**src/common/rcmbd_pkg.sv**
```systemverilog
// Contract
// - Command select low means command mode
// - Command mode bytes go to interpreter only
// - Select low at power-up restores factory defaults
// - Mode and power apply only at diagnostic start
// - Receive diagnostic ignores the power setting
// - Transmit diagnostic sends alternating one-zero pattern
// - Receive diagnostic enables receiver, enters error test
// - Error test reports error count and percentage
// - Receive test may wait until power cycle
// - Volatile settings are lost at power loss
// - Power-on loads working set from defaults
`default_nettype none
package rcmbd_pkg;
   // ---------------------------------------------------------------
   // Timing
   // ---------------------------------------------------------------
   localparam int         CLK_PERIOD_NS = 10;
   localparam int         BIT_PERIOD_NS = 1000;
   localparam int         BIT_DIV       = (BIT_PERIOD_NS + CLK_PERIOD_NS - 1) / CLK_PERIOD_NS;
   localparam logic [6:0] BIT_DIV_LAST  = 7'(BIT_DIV - 1);
   localparam logic [1:0] PWR_SETTLE    = 2'h3;
   localparam int         BER_LEN       = 1000;
   localparam logic [9:0] BER_LAST      = 10'(BER_LEN - 1);
   localparam int         BER_PCT_STEP  = BER_LEN / 100;
   localparam logic [3:0] PCT_STEP_LAST = 4'(BER_PCT_STEP - 1);

   // ---------------------------------------------------------------
   // Register map and fields
   // ---------------------------------------------------------------
   localparam logic [7:0] REG_CHAN   = 8'h00;
   localparam logic [7:0] REG_XMODE  = 8'h04;
   localparam logic [7:0] REG_DIAG   = 8'h08;
   localparam logic [7:0] REG_BERR   = 8'h0C;
   localparam logic [7:0] REG_BPCT   = 8'h10;
   localparam logic [7:0] REG_STAT   = 8'h14;
   localparam int         DIAG_TX    = 0;
   localparam int         DIAG_RX    = 1;
   localparam int         DIAG_STOP  = 2;
   localparam int         XM_MOD_LSB = 0;
   localparam int         XM_PWR_LSB = 2;
   localparam int         BPCT_DONE  = 8;
   localparam int         NV_W       = 12;
   localparam int         NV_XM_LSB  = 8;
   localparam logic [1:0] RESP_OKAY  = 2'h0;
   localparam logic [1:0] RESP_SLV   = 2'h2;

   // ---------------------------------------------------------------
   // Reset and factory values
   // ---------------------------------------------------------------
   localparam logic [7:0] VOL_RST_CHAN  = 8'h00;
   localparam logic [3:0] VOL_RST_XMODE = 4'h0;
   localparam logic [7:0] FACT_CHAN     = 8'h00;
   localparam logic [3:0] FACT_XMODE    = 4'h0;

   typedef enum logic [2:0] {
      ST_INIT, ST_IDLE, ST_TXD, ST_RXW, ST_RXC, ST_RXDONE
   } rcmbd_state_t;
endpackage : rcmbd_pkg
`default_nettype wire

```
**src/design/rcmbd_sync.sv**
```systemverilog
`default_nettype none
module rcmbd_sync (
   // Clock and reset
   input  wire logic i_clk,
   input  wire logic i_rst_n,
   // Asynchronous level in, synchronised level out
   input  wire logic i_d,
   output logic      o_q
);
   logic meta_r;
   logic q_r;

   // Two flops; the first feeds only the second, idle level is high
   always_ff @(posedge i_clk) begin
      if (!i_rst_n) begin
         meta_r <= 1'b1;
         q_r    <= 1'b1;
      end else begin
         meta_r <= i_d;
         q_r    <= meta_r;
      end
   end
   assign o_q = q_r;
endmodule // rcmbd_sync
`default_nettype wire

```
**src/design/rcmbd_top.sv**
```systemverilog
// Local design decisions: the AXI4-Lite interface to the registers and the register offsets.
`default_nettype none
module rcmbd_top import rcmbd_pkg::*; (
   // Clock and reset
   input  wire logic            i_clk,
   input  wire logic            i_rst_n,
   // Command select and UART byte stream
   input  wire logic            i_cmd_n,
   input  wire logic            i_rx_valid,
   input  wire logic [7:0]      i_rx_data,
   input  wire logic            i_rx_busy,
   output logic                 o_cmd_valid,
   output logic [7:0]           o_cmd_data,
   output logic                 o_radio_valid,
   output logic [7:0]           o_radio_data,
   // Non-volatile defaults and factory restore
   input  wire logic [NV_W-1:0] i_nv_cfg,
   output logic                 o_factory_rst,
   // Radio control and data
   output logic                 o_tx_en,
   output logic                 o_tx_bit,
   output logic                 o_rx_en,
   output logic [7:0]           o_chan,
   output logic [1:0]           o_mod,
   output logic [1:0]           o_pwr,
   input  wire logic            i_rf_bit_vld,
   input  wire logic            i_rf_bit,
   // AXI4-Lite slave
   input  wire logic [7:0]      i_s_axi_awaddr,
   input  wire logic            i_s_axi_awvalid,
   output logic                 o_s_axi_awready,
   input  wire logic [31:0]     i_s_axi_wdata,
   input  wire logic [3:0]      i_s_axi_wstrb,
   input  wire logic            i_s_axi_wvalid,
   output logic                 o_s_axi_wready,
   output logic [1:0]           o_s_axi_bresp,
   output logic                 o_s_axi_bvalid,
   input  wire logic            i_s_axi_bready,
   input  wire logic [7:0]      i_s_axi_araddr,
   input  wire logic            i_s_axi_arvalid,
   output logic                 o_s_axi_arready,
   output logic [31:0]          o_s_axi_rdata,
   output logic [1:0]           o_s_axi_rresp,
   output logic                 o_s_axi_rvalid,
   input  wire logic            i_s_axi_rready
);
   // ---------------------------------------------------------------
   // Command select and byte routing
   // ---------------------------------------------------------------
   logic       cmd_sync;
   logic       cmd_mode_r, cmd_mode_nxt;
   logic       cvld_r, cvld_nxt, rvld_r, rvld_nxt;
   logic [7:0] byte_r, byte_nxt;

   rcmbd_sync u_cmd_sync (
      .i_clk   (i_clk),
      .i_rst_n (i_rst_n),
      .i_d     (i_cmd_n),
      .o_q     (cmd_sync)
   );

   // Mode only moves between bytes, so a byte never splits paths
   always_comb begin
      cmd_mode_nxt = cmd_mode_r;
      if (!i_rx_busy && !i_rx_valid) begin
         cmd_mode_nxt = !cmd_sync;
      end
      cvld_nxt = i_rx_valid && cmd_mode_r;
      rvld_nxt = i_rx_valid && !cmd_mode_r;
      byte_nxt = i_rx_valid ? i_rx_data : byte_r;
   end

   always_ff @(posedge i_clk) begin
      if (!i_rst_n) begin
         cmd_mode_r <= 1'b0;
         cvld_r     <= 1'b0;
         rvld_r     <= 1'b0;
         byte_r     <= 8'h00;
      end else begin
         cmd_mode_r <= cmd_mode_nxt;
         cvld_r     <= cvld_nxt;
         rvld_r     <= rvld_nxt;
         byte_r     <= byte_nxt;
      end
   end
   assign o_cmd_valid   = cvld_r;
   assign o_cmd_data    = byte_r;
   assign o_radio_valid = rvld_r;
   assign o_radio_data  = byte_r;

   // ---------------------------------------------------------------
   // AXI4-Lite handshakes
   // ---------------------------------------------------------------
   logic        aw_got_r, aw_got_nxt, w_got_r, w_got_nxt;
   logic        bvld_r, bvld_nxt, rdv_r, rdv_nxt;
   logic [7:0]  waddr_r, waddr_nxt;
   logic [31:0] wdata_r, wdata_nxt, rdata_r, rdata_nxt, rd_mux;
   logic        wstb0_r, wstb0_nxt, wr_fire, wr_ok, rd_ok;
   logic [1:0]  bresp_r, bresp_nxt, rresp_r, rresp_nxt;

   assign o_s_axi_awready = !aw_got_r && !bvld_r;
   assign o_s_axi_wready  = !w_got_r && !bvld_r;
   assign o_s_axi_arready = !rdv_r;
   assign wr_fire = aw_got_r && w_got_r && !bvld_r;
   assign wr_ok   = ({waddr_r[7:2], 2'b00} == REG_CHAN) || ({waddr_r[7:2], 2'b00} == REG_XMODE)
                 || ({waddr_r[7:2], 2'b00} == REG_DIAG);

   // Address and data are taken in either order; response after both
   always_comb begin
      aw_got_nxt = aw_got_r;
      w_got_nxt  = w_got_r;
      waddr_nxt  = waddr_r;
      wdata_nxt  = wdata_r;
      wstb0_nxt  = wstb0_r;
      bvld_nxt   = bvld_r;
      bresp_nxt  = bresp_r;
      rdv_nxt    = rdv_r;
      rdata_nxt  = rdata_r;
      rresp_nxt  = rresp_r;
      if (i_s_axi_awvalid && o_s_axi_awready) begin
         aw_got_nxt = 1'b1;
         waddr_nxt  = i_s_axi_awaddr;
      end
      if (i_s_axi_wvalid && o_s_axi_wready) begin
         w_got_nxt = 1'b1;
         wdata_nxt = i_s_axi_wdata;
         wstb0_nxt = i_s_axi_wstrb[0];
      end
      if (wr_fire) begin
         aw_got_nxt = 1'b0;
         w_got_nxt  = 1'b0;
         bvld_nxt   = 1'b1;
         bresp_nxt  = wr_ok ? RESP_OKAY : RESP_SLV;
      end else if (bvld_r && i_s_axi_bready) begin
         bvld_nxt = 1'b0;
      end
      if (i_s_axi_arvalid && o_s_axi_arready) begin
         rdv_nxt   = 1'b1;
         rdata_nxt = rd_mux;
         rresp_nxt = rd_ok ? RESP_OKAY : RESP_SLV;
      end else if (rdv_r && i_s_axi_rready) begin
         rdv_nxt = 1'b0;
      end
   end

   always_ff @(posedge i_clk) begin
      if (!i_rst_n) begin
         aw_got_r <= 1'b0;
         w_got_r  <= 1'b0;
         waddr_r  <= 8'h00;
         wdata_r  <= 32'h0000_0000;
         wstb0_r  <= 1'b0;
         bvld_r   <= 1'b0;
         bresp_r  <= RESP_OKAY;
         rdv_r    <= 1'b0;
         rdata_r  <= 32'h0000_0000;
         rresp_r  <= RESP_OKAY;
      end else begin
         aw_got_r <= aw_got_nxt;
         w_got_r  <= w_got_nxt;
         waddr_r  <= waddr_nxt;
         wdata_r  <= wdata_nxt;
         wstb0_r  <= wstb0_nxt;
         bvld_r   <= bvld_nxt;
         bresp_r  <= bresp_nxt;
         rdv_r    <= rdv_nxt;
         rdata_r  <= rdata_nxt;
         rresp_r  <= rresp_nxt;
      end
   end
   assign o_s_axi_bvalid = bvld_r;
   assign o_s_axi_bresp  = bresp_r;
   assign o_s_axi_rvalid = rdv_r;
   assign o_s_axi_rdata  = rdata_r;
   assign o_s_axi_rresp  = rresp_r;

   // ---------------------------------------------------------------
   // Configuration and diagnostic sequencer
   // ---------------------------------------------------------------
   rcmbd_state_t st_r, st_nxt;
   logic [1:0]   settle_r, settle_nxt;
   logic [7:0]   chan_r, chan_nxt, achan_r, achan_nxt;
   logic [3:0]   xm_r, xm_nxt;
   logic [1:0]   amod_r, amod_nxt, apwr_r, apwr_nxt;
   logic         fact_r, fact_nxt, txb_r, txb_nxt, exp_r, exp_nxt, done_r, done_nxt;
   logic [6:0]   div_r, div_nxt;
   logic [9:0]   nbit_r, nbit_nxt, err_r, err_nxt;
   logic [3:0]   sub_r, sub_nxt;
   logic [6:0]   pct_r, pct_nxt;
   logic         tick, wr_lo, tx_go, rx_go, can_go;

   assign tick   = (div_r == BIT_DIV_LAST);
   assign wr_lo  = wr_fire && wstb0_r;
   // The test cannot be aborted once waiting for data; only reset frees it
   assign can_go = (st_r == ST_IDLE) || (st_r == ST_TXD) || (st_r == ST_RXDONE);
   assign tx_go  = wr_lo && can_go && ({waddr_r[7:2], 2'b00} == REG_DIAG) && wdata_r[DIAG_TX];
   assign rx_go  = wr_lo && can_go && ({waddr_r[7:2], 2'b00} == REG_DIAG) && wdata_r[DIAG_RX]
                   && !tx_go;

   always_comb begin
      st_nxt     = st_r;
      settle_nxt = settle_r;
      chan_nxt   = chan_r;
      xm_nxt     = xm_r;
      achan_nxt  = achan_r;
      amod_nxt   = amod_r;
      apwr_nxt   = apwr_r;
      fact_nxt   = 1'b0;
      txb_nxt    = txb_r;
      exp_nxt    = exp_r;
      done_nxt   = done_r;
      nbit_nxt   = nbit_r;
      err_nxt    = err_r;
      sub_nxt    = sub_r;
      pct_nxt    = pct_r;
      div_nxt    = tick ? 7'h00 : div_r + 7'h01;
      // Writes only stage values; the radio sees channel and mode at start, power at transmit start only
      if (wr_lo && ({waddr_r[7:2], 2'b00} == REG_CHAN)) begin
         chan_nxt = wdata_r[7:0];
      end
      if (wr_lo && ({waddr_r[7:2], 2'b00} == REG_XMODE)) begin
         xm_nxt = wdata_r[3:0];
      end
      case (st_r)
         ST_INIT: begin
            settle_nxt = settle_r + 2'h1;
            if (settle_r == PWR_SETTLE) begin
               st_nxt = ST_IDLE;
               if (!cmd_sync) begin
                  fact_nxt = 1'b1;
                  chan_nxt = FACT_CHAN;
                  xm_nxt   = FACT_XMODE;
               end else begin
                  chan_nxt = i_nv_cfg[7:0];
                  xm_nxt   = i_nv_cfg[NV_XM_LSB +: 4];
               end
            end
         end
         ST_TXD: begin
            if (tick) begin
               txb_nxt = !txb_r;
            end
            if (wr_lo && ({waddr_r[7:2], 2'b00} == REG_DIAG) && wdata_r[DIAG_STOP]) begin
               st_nxt = ST_IDLE;
            end
         end
         ST_RXW: begin
            // Locks onto the first one bit; waits without limit otherwise
            if (i_rf_bit_vld && i_rf_bit) begin
               st_nxt  = ST_RXC;
               exp_nxt = 1'b0;
            end
         end
         ST_RXC: begin
            if (i_rf_bit_vld) begin
               exp_nxt  = !exp_r;
               nbit_nxt = nbit_r + 10'h001;
               if (i_rf_bit != exp_r) begin
                  err_nxt = err_r + 10'h001;
                  sub_nxt = (sub_r == PCT_STEP_LAST) ? 4'h0 : sub_r + 4'h1;
                  if (sub_r == PCT_STEP_LAST) begin
                     pct_nxt = pct_r + 7'h01;
                  end
               end
               if (nbit_r == BER_LAST) begin
                  st_nxt   = ST_RXDONE;
                  done_nxt = 1'b1;
               end
            end
         end
         default: begin
         end
      endcase
      if (tx_go) begin
         st_nxt    = ST_TXD;
         achan_nxt = chan_r;
         amod_nxt  = xm_r[XM_MOD_LSB +: 2];
         apwr_nxt  = xm_r[XM_PWR_LSB +: 2];
         txb_nxt   = 1'b1;
      end else if (rx_go) begin
         st_nxt    = ST_RXW;
         achan_nxt = chan_r;
         amod_nxt  = xm_r[XM_MOD_LSB +: 2];
         nbit_nxt  = 10'h000;
         err_nxt   = 10'h000;
         sub_nxt   = 4'h0;
         pct_nxt   = 7'h00;
         done_nxt  = 1'b0;
      end
   end

   // Sync reset clears the working set, as a power loss would
   always_ff @(posedge i_clk) begin
      if (!i_rst_n) begin
         st_r     <= ST_INIT;
         settle_r <= 2'h0;
         chan_r   <= VOL_RST_CHAN;
         xm_r     <= VOL_RST_XMODE;
         achan_r  <= VOL_RST_CHAN;
         amod_r   <= 2'h0;
         apwr_r   <= 2'h0;
         fact_r   <= 1'b0;
         txb_r    <= 1'b0;
         exp_r    <= 1'b0;
         done_r   <= 1'b0;
         div_r    <= 7'h00;
         nbit_r   <= 10'h000;
         err_r    <= 10'h000;
         sub_r    <= 4'h0;
         pct_r    <= 7'h00;
      end else begin
         st_r     <= st_nxt;
         settle_r <= settle_nxt;
         chan_r   <= chan_nxt;
         xm_r     <= xm_nxt;
         achan_r  <= achan_nxt;
         amod_r   <= amod_nxt;
         apwr_r   <= apwr_nxt;
         fact_r   <= fact_nxt;
         txb_r    <= txb_nxt;
         exp_r    <= exp_nxt;
         done_r   <= done_nxt;
         div_r    <= div_nxt;
         nbit_r   <= nbit_nxt;
         err_r    <= err_nxt;
         sub_r    <= sub_nxt;
         pct_r    <= pct_nxt;
      end
   end
   assign o_factory_rst = fact_r;
   assign o_tx_en  = (st_r == ST_TXD);
   assign o_tx_bit = txb_r;
   assign o_rx_en  = (st_r == ST_RXW) || (st_r == ST_RXC);
   assign o_chan   = achan_r;
   assign o_mod    = amod_r;
   assign o_pwr    = apwr_r;

   // Read mux; unmapped addresses read zero with an error response
   always_comb begin
      rd_mux = 32'h0000_0000;
      rd_ok  = 1'b1;
      case ({i_s_axi_araddr[7:2], 2'b00})
         REG_CHAN:  rd_mux[7:0] = chan_r;
         REG_XMODE: rd_mux[3:0] = xm_r;
         REG_DIAG:  rd_mux[2:0] = st_r;
         REG_BERR:  rd_mux[9:0] = err_r;
         REG_BPCT:  rd_mux = {23'h00_0000, done_r, 1'b0, pct_r};
         REG_STAT:  rd_mux[1:0] = {fact_r, cmd_mode_r};
         default:   rd_ok = 1'b0;
      endcase
   end
endmodule // rcmbd_top
`default_nettype wire

```
**config.mk**
```make
export PLATFORM = sky130hd
export DESIGN_NAME = rcmbd_top
export DESIGN_NICKNAME = d
export VERILOG_FILES = /design/src/common/rcmbd_pkg.sv /design/src/design/rcmbd_sync.sv /design/src/design/rcmbd_top.sv
export SDC_FILE = /design/constraint.sdc
export NUM_CORES = 1
export LEC_CHECK = 0
export BUFFER_PORTS_ARGS = -buffer_cell sky130_fd_sc_hd__buf_2
export CORE_MARGIN = 4
export CORE_UTILIZATION = 45
export DETAILED_ROUTE_END_ITERATION = 16
export PLACE_DENSITY_LB_ADDON = 0.1
export SYNTH_ARGS = -nofsm -noshare
export SYNTH_HDL_FRONTEND = slang
export SYNTH_SLANG_ARGS = --single-unit
```
**constraint.sdc**
```tcl
create_clock -name i_clk -period 2.3 [get_ports i_clk]
set_clock_uncertainty 0.2 [all_clocks]
set_input_delay 0.345 -clock i_clk [delete_from_list [all_inputs] [get_ports i_clk]]
set_output_delay 0.345 -clock i_clk [all_outputs]
set_load 0.005 [all_outputs]
```
Yosys cells after proc, flatten, opt, wreduce, memory -nomap -nowiden:

Index checks and enable logic that the tools add are counted.

* flip-flop bits (word level): 119
* output and inout port bits: 75
* word-level logic and storage cells: 200

* add/subtract/negate cells: 6
* eq/ne operators: 32
* muxes and demuxes: 65
* bitwise logic cells: 1
* reduce and logical (&&, ||, !) cells: 62

Operators by type and width (number)
* 10-bit two-way mux: 9
* 8-bit two-way mux: 6
* 7-bit two-way mux: 6
* 4-bit two-way mux: 10
* 1-bit logical AND: 23
* 10-bit by 1-bit adder with 10-bit output, second input constant: 2
* 6-bit by 2-bit equality test with 1-bit output, second input constant: 3
* 6-bit AND reduction: 3
* 1-bit two-way mux: 16
* 4-bit inequality test, second input constant: 4
* 3-bit two-way mux: 5
* 7-bit by 1-bit adder with 7-bit output, second input constant: 2
* 6-bit by 1-bit equality test with 1-bit output, second input constant: 2
* 6-bit by 3-bit equality test with 1-bit output, second input constant: 2
* 6-bit zero test: 2
* 2-bit two-way mux: 6
* 3-bit inequality test, second input constant: 4
* 2-bit case mux with 6 select lines: 1
* 3-bit case mux with 4 select lines: 1
* 4-bit case mux with 3 select lines: 1
* 2-bit nonzero test: 6
* 1-bit zero test: 11
* 10-bit equality test, second input constant: 1
* 2-bit inequality test, second input constant: 4
* other kinds (27): 36

Depth between registers and ports, before layout:

Gate-level depths: netlist (run 1).

* depth after elaboration: 10
* mapped depth: 7
* depth with buffers taken out: 5

Hierarchy:

From an unflattened synthesis (run 1), not the netlist that was laid out.

* cells, all modules: 606
* area, all modules: 5382.7 um2

By module, submodules not included
* rcmbd_top: instances 1, cells each 602, area each 5330.1 um2, sequential area each 2262.2 um2
* rcmbd_sync: instances 1, cells each 4, area each 52.6 um2, sequential area each 40.0 um2

Least setup slack after synthesis (run 1):

No wires, ideal clock.

* path type: reg-to-reg
* start point: register waddr_r[7]
* end point: register chan_r[0]
* library setup time: 0.117 ns
* data arrival time: 1.789 ns
* slack: 0.195 ns
* cell stages (with the launch flop): 6
* buffers on the path: 1
* period minus slack after synthesis: 2.105 ns
* cells stage by stage: dfxtp_1 or4_4 buf_6 nor4_4 mux2i_1 o21ai_2

* cells in the longest elaborated chain, start to end: 5

Ends and longest elaborated chain
* start: declaration: line rcmbd_top.sv:96 `logic [7:0] waddr_r, waddr_nxt;`
* start signal: assignment: line rcmbd_top.sv:161 `waddr_r <= waddr_nxt;`
* 6-bit zero test (*): line rcmbd_top.sv:218 `if (wr_lo && ({waddr_r[7:2], 2'b00} == REG_CHAN)) begin`
* 1-bit logical AND (*): line rcmbd_top.sv:218
* 8-bit two-way mux (*): line rcmbd_top.sv:218
* 8-bit two-way mux: line rcmbd_top.sv:227 `if (settle_r == PWR_SETTLE) begin`
* 8-bit two-way mux (*): line rcmbd_top.sv:224 `case (st_r)`
* end signal: assignment: line rcmbd_top.sv:314 `chan_r <= chan_nxt;`
* end: declaration: line rcmbd_top.sv:182 `logic [7:0] chan_r, chan_nxt, achan_r, achan_nxt;`

Mark *: on every way between the ends. The rest lies on a longest branch, timed or not.
A chain may end at the register's enable or synchronous reset.

Worst setup path in the final report (run 1):

* start point: register st_r[0]
* end point: output port o_tx_en

* cells in the longest elaborated chain, start to end: 1

Ends and longest elaborated chain
* start: declaration: line rcmbd_top.sv:180 `rcmbd_state_t st_r, st_nxt;`
* start signal: assignment: line rcmbd_top.sv:312 `st_r <= st_nxt;`
* 3-bit by 2-bit equality test with 1-bit output: line rcmbd_top.sv:331 `assign o_tx_en = (st_r == ST_TXD);`
* end: declaration: line rcmbd_top.sv:20 `output logic o_tx_en,`

Every way passes these cells.

==> results_dict.tcl, run 1 <==
set metrics [dict create \
    run_status "finished, final reports clean" \
    switching_share 0.227 \
    multi_input_area_um2 2690 \
    power_switching_w 0.00119 \
    yosysSeqAreaShare 0.433 \
    row_count 39 \
    drive_above_1_share 0.220 \
    die_area_um2 13600 \
    hold_path.class "primary input to flip-flop" \
    start_util 0.462 \
    tns_ns 0 \
    maxCapViolCount 0 \
    design_area_um2 6880 \
    power_frac_comb 0.084 \
    rsz0062_at_grt "false" \
    hold_viol 0 \
    clockBufferDepth 2 \
    p_per_area_nw_per_um2 762 \
    synth_warnings 0 \
    slew_headroom 0.565 \
    drt_wl_total_um 13400 \
    max_freq_ghz 0.460 \
    crit_chain "or3b_2 -> buf_4 -> inv_1 -> buf_2" \
    worst_setup_path_end_kind "output pin" \
    cts.repair.resized 0 \
    cts_root_buf "clkbuf_16" \
    crit_arrival_ns 1.63 \
    synth_area_leader_cell "dfxtp_1" \
    ctsHtreeMaxLevel 4 \
    fin_crit_sh 0.946 \
    drtPass1Iterations 4 \
    io_pins 159 \
    final_nets 839 \
    clock_sinks 115 \
    rr_worst_depth 5 \
    synth-main-ff-cell "dfxtp_1" \
    synth_edf_count 0 \
    grt_max_degree 52 \
    die_x_um 117 \
    fin_crit_ns 2.18 \
    pre_cts_ws_ns 0.227 \
    critPathLaunchType "flip-flop" \
    worstMarginPinSlew_ns 0.650 \
    ys_types 65 \
    drc_errors 0 \
    core_area_um2 11500 \
    ir_drop_v 0.000599 \
    ys_top_cells_by_area "dfxtp_1 (43%), mux2i_1 (7.2%), buf_4 (4.5%), nor2_1 (4.5%), nand2_1 (4.2%)" \
    antenna_found_initial 0 \
    rrSetupSlack_ns 0.21 \
    netlist.area_leader.share 0.433 \
    n_antenna_cell 0 \
    worst_slack_ns 0.125 \
    seq_power_share 0.406 \
    cts-buffers-inserted 17 \
    ant_nets 0 \
    drt_iter0_drc 343 \
    grt_pass1_wl_um 22000 \
    critical_path_required_ns 1.75 \
    clkPwrFrac 0.510 \
    syn_avg_cell_area_um2 8.71 \
    areaGrowthSynthToFinish_pct 29.3 \
    fillers 992 \
    port_buffers 103 \
    grt_pass1_vias 4626 \
    die_h_um 117 \
    dpl_cell_area_um2 5890 \
    dp_cells 836 \
    holdPathStages 4 \
    gp_congestion 0.793 \
    viasPerCell 5.16 \
    synthArstFlopShare 0 \
    reg2reg_from "st_r[0]" \
    slowest_delay_ns 0.52 \
    clk_pin_slew_ns 0.05 \
    p_leak_nw 2.80 \
    cts_tree "yes" \
    ys_ff_latch 115 \
    synthCells 611 \
    synth_common_cells "dfxtp_1 (115), nor2_1 (64), nand2_1 (60)" \
    internal_power_w 0.00405 \
    clock_latency_ns 0.41 \
    synth_area_um2 5320 \
    drv_slew 0 \
    overflow 0 \
    setup_viol 0 \
    yosysMostFrequentCell "dfxtp_1" \
    vias 4679 \
    slowest_stage "or3b_2" \
    total_power_w 0.00524 \
    final_cell_count_no_fill 906 \
    post-dp-hpwl_um 9300 \
    min_from "i_rx_busy" \
    timing.rr.end "err_r[9]" \
    routedWlPerCell_um 14.8 \
    seqCellArea_um2 2300 \
    crit_fanout 3 \
    grt_usage 0.205 \
    crit_type "flip-flop to output pin" \
    whs_endpoint "cmd_mode_r" \
]
==> placed cells by master (no fill, tap or decap), drive strengths merged, types with 3 or more instances in the layout <==
cell,synthesis,routed
o2bb2ai,4,4
or2,3,3
a21oi,43,43
bufinv,0,3
dfxtp,115,115
nor4,9,9
xnor2,16,16
clkbuf,22,23
and3,7,7
nor3,9,9
nand3,23,23
nand4,14,14
o21ai,36,36
clkinvlp,0,3
inv,9,9
or4,3,3
nor2,64,64
nand2b,10,10
a31oi,4,4
clkinv,1,4
nand3b,3,3
buf,43,124
dlygate4sd3,0,38
xor2,14,14
or3,6,6
a22oi,5,5
and2,3,3
ha,5,5
nor2b,5,5
conb,1,24
nand2,60,60
mux2i,38,38
==> critical path: cells and delay by family, from the launching register on <==
family	cells	cell delay [ns]
buffers and inverters	3	0.39
flip-flops	1	0.31
AND/OR/NAND/NOR	1	0.52
==> final cells by class <==
type	count	share of cell area
well taps	143	0.0260
flip-flops and latches	115	0.335
multi-input cells	444	0.391
clock inverters	9	0.0186
inverters	10	0.00546
repair buffers	162	0.155
clock buffers	23	0.0695
==> worst max path at each step <==
stage / start / end / slack [ns] / depth (start not counted)
2_1_floorplan: waddr_r[7] / chan_r[0] / 0.19 / 5
5_1_grt: st_r[1] / o_tx_en / 0.04 / 4
3_5_place_dp: waddr_r[7] / st_r[2] / 0.23 / 4
4_1_cts: st_r[0] / o_tx_en / 0.11 / 4
6_report: st_r[0] / o_tx_en / 0.12 / 4
3_3_place_gp: waddr_r[7] / st_r[2] / 0.24 / 4
==> power groups by stage <==
stage	clock network (W)	logic [W]	registers, W
CTS	0.00271	0.000442	0.00213
detailed placement	0	0.000391	0.00217
global route	0.00282	0.000496	0.00214
floorplan	0	0.000301	0.00215
global placement	0	0.000383	0.00216
finish	0.00267	0.000441	0.00213
==> routing by layer <==
layer  global-route usage  routed length (µm)  vias to the layer above
li1                     -                   -                     2365
met1                0.258                6100                     2172
met2                0.326                6340                      125
met3               0.0741                 776                       17
met4               0.0719                 176                        0
met5                    0                   0                        -
==> registers in the layout, indices dropped and copies added (netlist names), 2 cells and up <==
name           flops
settle_r           2
pct_r              7
o_chan             8
o_mod              2
o_s_axi_rdata     10
nbit_r            10
sub_r              4
o_pwr              2
chan_r             8
st_r               3
waddr_r            6
div_r              7
wdata_r            8
err_r             10
xm_r               4
o_cmd_data         8
==> per-stage QoR <==
step	utilization	hold slack, ns
2_1_floorplan	-	0.186
3_3_place_gp	0.511	0.189
3_5_place_dp	0.511	0.196
4_1_cts	0.597	0.0136
5_1_grt	0.597	0.0368
6_report	0.597	0.0303
==> cells by family (layout without fill, tap and decap cells) <==
logic type,count (synthesis),after routing,share of synthesized area
flops,115,115,0.433
other cells,1,24,0.000705
buf+inv,75,204,0.0786
xor+xnor,30,30,0.0494
mux,38,38,0.0715
simple gates,235,235,0.226
compound gates,112,112,0.129
fa+ha+maj,5,5,0.0118
==> timing repair <==
item	CTS	global route
setup endpoints to repair	0	0
buffers inserted	0	0
hold buffers	38	0
hold endpoints to repair	38	0
Note: power is estimated with default switching activity, not from simulation.
==> run 2, diff against run 1 <==
- clock period: 2.3 -> 2 ns (I/O delays scaled with it)
==> results_dict.tcl, run 2 (synthesis gave the netlist of run 1 again) <==
set metrics [dict create \
    fin_crit_ns 2.04 \
    min_from "i_rx_valid" \
    drt_iter0_drc 352 \
    ctsHtreeMaxLevel 4 \
    vias 4919 \
    drtPass1Iterations 5 \
    crit_fanout 21 \
    design_area_um2 7320 \
    ant_nets 0 \
    overflow 0 \
    clock_sinks 115 \
    slowest_stage "or4_4" \
    final_cell_mix "dfxtp_1 (113), buf_2 (102), nor2_1 (63)" \
    reg2reg_from "waddr_r[7]" \
    fillers 944 \
    row_count 39 \
    rr_worst_depth 5 \
    ir_drop_v 0.000682 \
    die_x_um 117 \
    clk_pin_slew_ns 0.06 \
    drc_errors 0 \
    worst_setup_path_end_kind "flip-flop" \
    viasPerCell 5.22 \
    dpl_cell_area_um2 6120 \
    port_buffers 103 \
    hold_path.class "primary input to flip-flop" \
    dp_cells 862 \
    rsz0062_at_grt "true" \
    holdPathStages 3 \
    rrSetupSlack_ns -0.04 \
    cts-buffers-inserted 17 \
    multi_input_area_um2 2770 \
    drv_slew 0 \
    areaGrowthSynthToFinish_pct 37.6 \
    hold_viol 0 \
    final_common_cell "dfxtp_1" \
    critical_path_required_ns 2.09 \
    crit_type "flip-flop to flip-flop" \
    routedWlPerCell_um 15.4 \
    final_cell_count_no_fill 942 \
    seqCellArea_um2 2310 \
    final_nets 875 \
    crit_path_start "waddr_r[7]" \
    crit_arrival_ns 2.13 \
    p_per_area_nw_per_um2 858 \
    drive_above_1_share 0.278 \
    grt_pass1_vias 4727 \
    maxCapViolCount 0 \
    antenna_found_initial 0 \
    p_leak_nw 3.02 \
    clock_latency_ns 0.42 \
    core_area_um2 11500 \
    worstMarginPinSlew_ns 0.577 \
    failed_checks "negative setup slack" \
    grt_usage 0.216 \
    slew_headroom 0.615 \
    critPathLaunchType "flip-flop" \
    whs_endpoint "o_radio_valid" \
    die_h_um 117 \
    grt_max_degree 52 \
    die_area_um2 13600 \
    cts_root_buf "clkbuf_16" \
    run_status "complete, but fails checks" \
    start_util 0.462 \
    n_antenna_cell 0 \
    fin_crit_sh 1.02 \
    drt_wl_total_um 14500 \
    cts_tree "yes" \
    clockBufferDepth 2 \
    io_pins 159 \
    crit_chain "or4_4 -> a2111oi_4 -> a31o_2 -> buf_12 -> a21oi_1" \
    hold_ws_ns 0.0311 \
    max_freq_ghz 0.490 \
    gp_congestion 0.827 \
    timing.rr.end "err_r[9]" \
    setup_viol 24 \
    post-dp-hpwl_um 9850 \
    slowest_delay_ns 0.62 \
    grt_pass1_wl_um 22800 \
    worst_slack_ns -0.0394 \
]
-- run 2: through the flow --
stage,setup WS [ns],total power [W],TNS [ns],utilization
floorplan,-0.105,0.00282,-1.32,-
CTS,-0.0439,0.00631,-0.518,0.626
finish,-0.0394,0.00628,-0.438,0.636
detailed placement,-0.0821,0.00297,-1.01,0.532
global placement,-0.0337,0.00296,-0.612,0.532
global route,-0.111,0.00650,-3.67,0.636
-- run 2: critical path, delay by kind of cell, from the launching register on --
kind / cells / cell delay [ns]
AO/OA/AOI/OAI: 3 / 0.59
flip-flops: 1 / 0.31
AND/OR/NAND/NOR: 1 / 0.62
buffers and inverters: 1 / 0.18
-- run 2: routing by layer --
layer | wire length, µm | global-route usage | vias up
li1 | - | - | 2445
met2 | 7020 | 0.356 | 163
met1 | 6270 | 0.265 | 2291
met3 | 949 | 0.0663 | 20
met4 | 221 | 0.0826 | 0
met5 | 0 | 0 | -
-- run 2: layout make-up --
type | instances | share of cell area
inverter | 10 | 0.00581
multi-input combinational | 445 | 0.379
clock inverter | 12 | 0.0243
timing repair buffer | 197 | 0.188
sequential | 115 | 0.315
clock buffer | 20 | 0.0638
tap | 143 | 0.0244
-- run 2: repair_timing --
| action | 4_1_cts | 5_1_grt |
|---|---|---|
| resized for setup | 14 | 21 |
| hold endpoints to repair | 40 | 0 |
| buffers inserted | 0 | 6 |
| endpoints found under the setup margin | 46 | 60 |
| pin swaps | 1 | 6 |
| hold buffers | 41 | 0 |
| gates cloned | 0 | 1 |
-- run 2: worst max path at each step --
| stage | endpoint | cells past startpoint |
|---|---|---|
| floorplan | chan_r[0] | 5 |
| global placement | o_chan[1] | 4 |
| detailed placement | o_chan[0] | 4 |
| CTS | o_chan[1] | 4 |
| global route | err_r[5] | 5 |
| finish | err_r[9] | 5 |
-- run 2: where the power goes --
group          switching [W]  internal [W]  leakage, nW  total (W)
sequential         0.0000710       0.00237        0.936    0.00245
combinational       0.000296      0.000267         1.77   0.000563
clock                0.00109       0.00218        0.316    0.00327
total                0.00145       0.00482         3.02    0.00628
